===== config.mk =====
export PLATFORM = sky130hd
export DESIGN_NAME = cmd_gen
export DESIGN_NICKNAME = d
export VERILOG_FILES = /design/src/rtl/cmd_gen_pkg.sv /design/src/rtl/cmd_gen.sv
export SDC_FILE = /design/constraint.sdc
export NUM_CORES = 1
export LEC_CHECK = 0
export BUFFER_PORTS_ARGS = -buffer_cell sky130_fd_sc_hd__buf_4
export CORE_AREA = 2 2 61 75
export DETAILED_ROUTE_END_ITERATION = 10
export DIE_AREA = 0 0 63 77
export PLACE_DENSITY_LB_ADDON = 0.12
export SLEW_MARGIN = 20
export SYNTH_ARGS = -nofsm -noshare
export SYNTH_HDL_FRONTEND = slang
export SYNTH_SLANG_ARGS = --single-unit

===== constraint.sdc =====
create_clock -name sys_clk -period 1.8 [get_ports sys_clk]
set_input_delay 0.18 -clock sys_clk [delete_from_list [all_inputs] [get_ports sys_clk]]
set_output_delay 0.18 -clock sys_clk [all_outputs]
set_load 0.02 [all_outputs]

===== src/rtl/cmd_gen_pkg.sv =====
// Package: constants and carriers for the status-line bus command generator.
package cmd_gen_pkg;

    // ------------------------------------------------------------
    // Status codes (active-low lines, order two/one/zero)
    // ------------------------------------------------------------
    localparam logic [2:0] ST_INT_ACK = 3'h0;
    localparam logic [2:0] ST_IO_READ = 3'h1;
    localparam logic [2:0] ST_IO_WRITE = 3'h2;
    localparam logic [2:0] ST_HALT = 3'h3;
    localparam logic [2:0] ST_CODE_READ = 3'h4;
    localparam logic [2:0] ST_MEM_READ = 3'h5;
    localparam logic [2:0] ST_MEM_WRITE = 3'h6;
    localparam logic [2:0] ST_PASSIVE = 3'h7;

    // ------------------------------------------------------------
    // Timing
    // ------------------------------------------------------------
    localparam int CLK_PERIOD_NS = 40;
    // Minimum delay from grant low to first command in system bus mode.
    localparam int GRANT_DELAY_NS = 110;
    localparam int GRANT_DELAY_CYCLES =
        (GRANT_DELAY_NS + CLK_PERIOD_NS - 1) / CLK_PERIOD_NS;

    // ------------------------------------------------------------
    // Output carriers
    // ------------------------------------------------------------
    typedef struct packed {
        logic memory_read_cmd;
        logic memory_write_cmd;
        logic early_memory_write_cmd;
        logic io_read_cmd;
        logic io_write_cmd;
        logic early_io_write_cmd;
        logic interrupt_acknowledge_cmd;
    } command_s;

    // All commands inactive (active-low outputs).
    localparam command_s CMD_IDLE = 7'h7f;

    typedef struct packed {
        logic address_strobe;
        logic transceiver_enable;
        logic transfer_direction;
        logic dual_function_output;
    } control_s;

    // Idle levels: strobe low, transceiver off, direction high, dual output high.
    localparam control_s CTL_IDLE = 4'h3;

endpackage


===== src/rtl/cmd_gen.sv =====
// Bus command and control generator driven by processor status lines.
//
// How it works
// (RQ1) Decode status code into bus command
// (RQ2) Peripheral mode: I/O commands ignore grant
// (RQ3) Peripheral mode: I/O commands issue without arbitration
// (RQ4) Peripheral mode: memory commands wait grant low
// (RQ5) System mode: all commands wait grant delay
// (RQ6) Early writes assert one phase before writes
// (RQ7) Acknowledge strobe behaves like I/O read
// (RQ8) Transceiver enable gates bus, direction selects
// (RQ9) Peripheral mode: dual output is data enable
// (RQ10) System mode: dual output is cascade enable
// (RQ11) Interrupt sequence is two acknowledge cycles
// (RQ12) Outside logic masks first cascade enable; here second_ack masks it inside the generator
// (RQ13) Cascade enable precedes second acknowledge cycle
// (RQ14) Address strobe pulses every machine cycle
// (RQ15) Strobe starts at later of edge, status
// (RQ16) Qualifier low forces commands inactive, driven
// (RQ17) Outside logic drops qualifier before T2
// (RQ18) Acknowledge output is active low
// (RQ19) Cascade enable high, data enable low
// (RQ20) System mode: grant high floats commands
// (RQ21) Halt and passive issue no command
`timescale 1ns/100ps
`default_nettype none

module cmd_gen #(
    parameter int GRANT_DELAY = cmd_gen_pkg::GRANT_DELAY_CYCLES
) (
    // Clock and reset
    input wire logic sys_clk,
    input wire logic rst,
    // Processor clock and status pins
    input wire logic cpu_clk,
    input wire logic status_line_zero,
    input wire logic status_line_one,
    input wire logic status_line_two,
    // Arbitration and strap pins
    input wire logic arbiter_grant_n,
    input wire logic peripheral_bus_strap,
    input wire logic command_qualifier,
    // Command outputs, active low
    output cmd_gen_pkg::command_s command,
    output logic command_oe_n,
    // Control outputs
    output logic address_strobe,
    output logic transceiver_enable,
    output logic transfer_direction,
    output logic dual_function_output
);

    // ------------------------------------------------------------
    // Input synchronisers
    // ------------------------------------------------------------
    // Every processor, arbitration and strap pin is asynchronous to sys_clk, so each one passes two flip-flops first.
    // Reset values match the idle pin levels, which keeps false edges away.
    logic [6:0] sync_a;
    logic [6:0] sync_b;

    always_ff @(posedge sys_clk)
    begin
        if (rst)
        begin
            sync_a <= 7'h7f;
            sync_b <= 7'h7f;
        end
        else
        begin
            sync_a <= {cpu_clk, status_line_two, status_line_one, status_line_zero,
                arbiter_grant_n, peripheral_bus_strap, command_qualifier};
            sync_b <= sync_a;
        end
    end

    logic pclk;
    logic [2:0] status;
    logic grant_n;
    logic strap;
    logic qualifier;

    assign pclk = sync_b[6];
    assign status = sync_b[5:3];
    assign grant_n = sync_b[2];
    assign strap = sync_b[1];
    assign qualifier = sync_b[0];

    // ------------------------------------------------------------
    // Processor clock edges and status activity
    // ------------------------------------------------------------
    // The processor clock is only seen as a level sampled on sys_clk, so it must be
    // several times slower than sys_clk for the phases below to be resolved.
    logic pclk_q;
    logic [2:0] status_q;

    always_ff @(posedge sys_clk)
    begin
        if (rst)
        begin
            pclk_q <= 1'b1;
            status_q <= cmd_gen_pkg::ST_PASSIVE;
        end
        else
        begin
            pclk_q <= pclk;
            status_q <= status;
        end
    end

    logic pclk_fall;
    logic pclk_rise;
    logic status_start;
    logic status_end;

    assign pclk_fall = pclk_q && !pclk;
    assign pclk_rise = !pclk_q && pclk;
    assign status_start = (status_q == cmd_gen_pkg::ST_PASSIVE)
        && (status != cmd_gen_pkg::ST_PASSIVE);
    assign status_end = (status_q != cmd_gen_pkg::ST_PASSIVE)
        && (status == cmd_gen_pkg::ST_PASSIVE);

    // ------------------------------------------------------------
    // Machine cycle sequencer
    // ------------------------------------------------------------
    typedef enum logic [2:0] {IDLE, WAIT_EDGE, T1, T2, T3} phase_e;

    phase_e phase;
    logic [2:0] cycle_code;
    logic second_ack;

    // T3 lasts until the status goes passive, so a cycle stretched by wait states
    // is still covered by one unbroken command.
    // Strobe waits for whichever comes later: status going active or a falling edge.
    always_ff @(posedge sys_clk)
    begin
        if (rst)
            phase <= IDLE;
        else
        begin
            case (phase)
                IDLE:
                    if (status_start)
                        phase <= pclk ? WAIT_EDGE : T1; // RQ15
                WAIT_EDGE:
                    if (status == cmd_gen_pkg::ST_PASSIVE)
                        phase <= IDLE;
                    else if (pclk_fall)
                        phase <= T1; // RQ15
                T1:
                    if (pclk_rise)
                        phase <= T2;
                T2:
                    if (pclk_fall)
                        phase <= T3;
                T3:
                    if (status_end)
                        phase <= IDLE; // RQ21
                default:
                    phase <= IDLE;
            endcase
        end
    end

    always_ff @(posedge sys_clk)
    begin
        if (rst)
            cycle_code <= cmd_gen_pkg::ST_PASSIVE;
        else if (phase == IDLE && status_start)
            cycle_code <= status; // RQ14
    end

    // The second of two back-to-back acknowledge cycles is tracked here.
    always_ff @(posedge sys_clk)
    begin
        if (rst)
            second_ack <= 1'b0;
        else if (phase == T3 && status_end)
            second_ack <= (cycle_code == cmd_gen_pkg::ST_INT_ACK) && !second_ack; // RQ11
    end

    // ------------------------------------------------------------
    // Arbitration delay
    // ------------------------------------------------------------
    // The counter saturates, so a long grant never wraps back into the wait.
    // Any loss of the grant clears it, and the full delay is served again.
    logic [7:0] grant_count;
    logic grant_ready;

    always_ff @(posedge sys_clk)
    begin
        if (rst)
            grant_count <= 8'h0;
        else if (grant_n)
            grant_count <= 8'h0;
        else if (grant_count < 8'(GRANT_DELAY))
            grant_count <= grant_count + 8'h1;
    end

    assign grant_ready = !grant_n && (grant_count >= 8'(GRANT_DELAY)); // RQ5

    // ------------------------------------------------------------
    // Command decode and gating
    // ------------------------------------------------------------
    logic is_io;
    logic is_mem;
    logic allowed;
    logic in_cmd;
    logic in_early;
    cmd_gen_pkg::command_s next_command;

    // Acknowledge counts as I/O: it sits on the peripheral side.
    assign is_io = (cycle_code == cmd_gen_pkg::ST_INT_ACK)
        || (cycle_code == cmd_gen_pkg::ST_IO_READ)
        || (cycle_code == cmd_gen_pkg::ST_IO_WRITE);
    assign is_mem = cycle_code[2] && (cycle_code != cmd_gen_pkg::ST_PASSIVE);
    assign allowed = strap ? (is_io || (is_mem && !grant_n)) // RQ2 RQ3 RQ4
        : grant_ready; // RQ5
    assign in_early = (phase == T2) || (phase == T3);
    assign in_cmd = (phase == T3);

    // The decode is combinational and registered below, which keeps its glitches
    // off the command pins.
    always_comb
    begin
        next_command = cmd_gen_pkg::CMD_IDLE;
        if (allowed && qualifier) // RQ16
        begin
            case (cycle_code)
                cmd_gen_pkg::ST_INT_ACK:
                    next_command.interrupt_acknowledge_cmd = !in_early; // RQ7 RQ18
                cmd_gen_pkg::ST_IO_READ:
                    next_command.io_read_cmd = !in_early;
                cmd_gen_pkg::ST_IO_WRITE:
                begin
                    next_command.early_io_write_cmd = !in_early; // RQ6
                    next_command.io_write_cmd = !in_cmd;
                end
                cmd_gen_pkg::ST_CODE_READ, cmd_gen_pkg::ST_MEM_READ:
                    next_command.memory_read_cmd = !in_early;
                cmd_gen_pkg::ST_MEM_WRITE:
                begin
                    next_command.early_memory_write_cmd = !in_early; // RQ6
                    next_command.memory_write_cmd = !in_cmd;
                end
                default:
                    next_command = cmd_gen_pkg::CMD_IDLE; // RQ21
            endcase
        end
    end

    always_ff @(posedge sys_clk)
    begin
        if (rst)
            command <= cmd_gen_pkg::CMD_IDLE;
        else
            command <= next_command; // RQ1
    end

    // Floated only in system mode while the grant is away.
    always_ff @(posedge sys_clk)
    begin
        if (rst)
            command_oe_n <= 1'b0;
        else
            command_oe_n <= !strap && grant_n; // RQ20
    end

    // ------------------------------------------------------------
    // Control outputs
    // ------------------------------------------------------------
    // In peripheral mode the I/O transfers use the dual output and not the
    // transceiver enable, so the two transceivers never drive together.
    logic active_cycle;
    logic is_read;

    assign active_cycle = (cycle_code != cmd_gen_pkg::ST_PASSIVE)
        && (cycle_code != cmd_gen_pkg::ST_HALT);
    // Acknowledge fetches a vector, so it counts as a read for the direction.
    assign is_read = (cycle_code != cmd_gen_pkg::ST_IO_WRITE)
        && (cycle_code != cmd_gen_pkg::ST_MEM_WRITE);

    always_ff @(posedge sys_clk)
    begin
        if (rst)
        begin
            {address_strobe, transceiver_enable, transfer_direction,
                dual_function_output} <= cmd_gen_pkg::CTL_IDLE;
        end
        else
        begin
            address_strobe <= (phase == T1); // RQ14 RQ15
            transfer_direction <= !(phase != IDLE && active_cycle && is_read); // RQ8
            transceiver_enable <= in_early && active_cycle && qualifier
                && !(strap && is_io) && allowed; // RQ8
            if (strap)
                dual_function_output <= !(in_early && is_io && active_cycle
                    && qualifier); // RQ9 RQ19
            else
                dual_function_output <= (phase == T1)
                    && (cycle_code == cmd_gen_pkg::ST_INT_ACK) && second_ack; // RQ10 RQ13
        end
    end

endmodule

`default_nettype wire


==> reports/results.txt <==
Slew @ Worst Pin: 0.474 ns
num rows: 26
Die Span Y: 77 µm
TritonCTS clock tree: yes
final hold vios: 0
placer congestion estimate: 0.777
Reg clk slew, reported paths: 0.08 ns
reg2reg end: cycle_code[1]$_SDFFE_PP1P_
Arr. time, crit path: 1.69 ns
status: finished clean
FMAX: 666 MHz
hold path cells: 2
Slew headroom: 0.684
Cell variety after synth: 42
Warnings, synthesis: 0
ANT nets after route: 0
DIE AREA: 0.00485 mm²
WP buf/inv: 0
CTS Buf Count: 5
first-pass iteration count of the detailed router: 4
First DRT Iteration DRCs: 31
number of nets in the layout: 186
share of cells above drive strength 1: 0.206
slowest stage delay, CP: 0.45 ns
Max VDD drop: 0.000428 V
Reg2Reg Depth: 3
Setup TNS: 0 ns
H-tree levels: 2
HP Class: primary input to register
maximum fanout along the worst path: 12
RSZ-0062 raised after global routing: no
CP Class: register to register
r2r setup slk: 0.30 ns
Die W: 63 µm
leading cell types in the layout, fill and taps excluded: dfxtp_1 (45), buf_4 (21), or2_1 (18)
core region area: 0.00413 mm²
CP endpoint kind: register
CP Cell Sequence: nor3_2 -> or3b_1 -> a211o_1
Power, Total: 1.76 mW
I/O Buffers: 20
CP required: 1.98 ns
Setup violations, final: 0
via count: 1092
GRT Total Usage: 0.128
initial antenna violation count: 0
Tmin final: 1.50 ns
first-pass GRT wire length: 4750 µm
cell area power density: 942 mW/mm²
dpl hpwl: 1950 µm
Post-route DRC: 0
LEAKAGE: 0.769 nW
WHS Endpoint: sync_a[5]$_SDFF_PP1_
clk_lat worst skew: 0.29 ns
Mapped Area: 0.00160 mm²
vias per std cell: 4.73
Post-Route WL: 2700 µm
Post-synth ARST share: 0
post-route clock period utilization: 0.835
Filler cells: 415
hold path start: status_line_two
Synth top area share: 0.564
EDFF count, synth: 0
most common cell after layout, fill and taps aside: dfxtp_1
ranking of synthesized cells by area: dfxtp_1 (56%), or2_1 (7.1%), and2_1 (2.4%), nor2_1 (2.4%), nand3_1 (2.2%)
cts hold-fix bufs: 0
largest net degree at the start of global routing: 34
syn nets: 164
Inst Count DP: 225
Slowest cell on crit path: dfxtp_1
crit start category: register
Ports: 21
FF-to-FF Start: phase[1]$_SDFFE_PP0P_
worst clock skew: 0.00491 ns
Clock Tree Root: clkbuf_8
initial core utilization: 0.386
clk sinks: 45
post-CTS sizing: 0
Yosys reg bits: 45
vias in the first global route: 1083
max_cap viols: 0
max-slew violation count: 0
Routed wire per std cell: 11.7 µm
cell family with most CP delay: simple AND/OR/NAND/NOR gates
Main synth FF type: dfxtp_1
total gr overflow: 0
Synth area leader: dfxtp_1
buffer count from post-CTS setup fixing: 0
clock buffer depth: 2
Mapped Cells: 154
register area share after synthesis: 0.564
Final Non-Filler Cells: 231
ant diodes: 0
Layout area overhead: 17.3%
synthesized area per cell: 10.4 µm²
## how the worst max path moves through the flow
| stage | endpoint | startpoint | depth (start not counted) |
|---|---|---|---|
| global route | transceiver_enable$_SDFF_PP0_ | phase[0]$_SDFFE_PP0P_ | 4 |
| global placement | cycle_code[2]$_SDFFE_PP1P_ | phase[1]$_SDFFE_PP0P_ | 3 |
| CTS | cycle_code[1]$_SDFFE_PP1P_ | phase[1]$_SDFFE_PP0P_ | 3 |
| finish | cycle_code[1]$_SDFFE_PP1P_ | phase[1]$_SDFFE_PP0P_ | 3 |
| floorplan | cycle_code[0]$_SDFFE_PP1P_ | phase[2]$_SDFFE_PP0P_ | 4 |
| detailed placement | cycle_code[1]$_SDFFE_PP1P_ | phase[1]$_SDFFE_PP0P_ | 3 |
## worst register-to-register path, delay by kind of cell (launching register included)
family	cells	cell delay, ns
flip-flops	1	0.45
AND/OR/NAND/NOR	2	0.63
AO/OA/AOI/OAI	1	0.31
## sequential cells by signal (all words and copies together), names as in the netlist
name                  cells
grant_count               8
cycle_code                3
sync_a                    7
command_oe_n              1
command                   7
phase                     3
address_strobe            1
pclk_q                    1
dual_function_output      1
sync_b                    7
status_q                  3
transceiver_enable        1
second_ack                1
transfer_direction        1
## per-stage QoR
stage / hold WS (ns) / setup WS (ns) / cell area, µm² / utilization
after floorplan: 0.277 / 0.418 / 1600 / -
after global placement: 0.358 / 0.356 / 1800 / 0.435
after detailed placement: 0.361 / 0.304 / 1800 / 0.435
after CTS: 0.0543 / 0.294 / 1870 / 0.453
after global routing: 0.0528 / 0.198 / 1870 / 0.453
final: 0.0675 / 0.298 / 1870 / 0.453
## cells in the mapped netlist, drive strengths merged (2+ instances only)
cell type,number
inv,4
nand3,7
and2,6
and3,3
dfxtp,45
nor2,10
nor3,8
a21oi,3
a211o,3
or2,18
buf,2
o21a,2
and3b,2
mux2i,2
nand2b,4
nor4,4
nand2,7
clkbuf,4
nand3b,2
nor3b,2
## kinds of logic after synthesis
logic type | share of synthesized area
adder cells (fa/ha/maj) | 0.00784
XOR/XNOR | 0.00549
AND/OR/NAND/NOR | 0.284
AO/OA/AOI/OAI | 0.100
buffers and inverters | 0.0251
multiplexers | 0.0125
flip-flops | 0.564
## report_power, final
| group | total (mW) | switching (mW) | internal (mW) |
|---|---|---|---|
| sequential | 1.07 | 0.0388 | 1.03 |
| combinational | 0.146 | 0.0731 | 0.0725 |
| clock | 0.552 | 0.297 | 0.255 |
| total | 1.76 | 0.409 | 1.36 |
## layout make-up
class	instances	area (µm²)	share of cell area
Sequential cell	45	901	0.481
Timing Repair Buffer	21	158	0.0842
Multi-Input combinational cell	99	656	0.350
Tap cell	56	70.1	0.0374
Inverter	4	15.0	0.00802
Clock buffer	5	68.8	0.0367
Clock inverter	1	5.00	0.00267
## layer usage
metal  up-vias  track usage  wire, µm
met5         -            0         0
met4         0       0.0778        37
met3         4       0.0411       140
met2        26        0.212      1350
met1       489        0.140      1180
li1        573            -         -
Note: power is estimated with default switching activity, not from simulation.
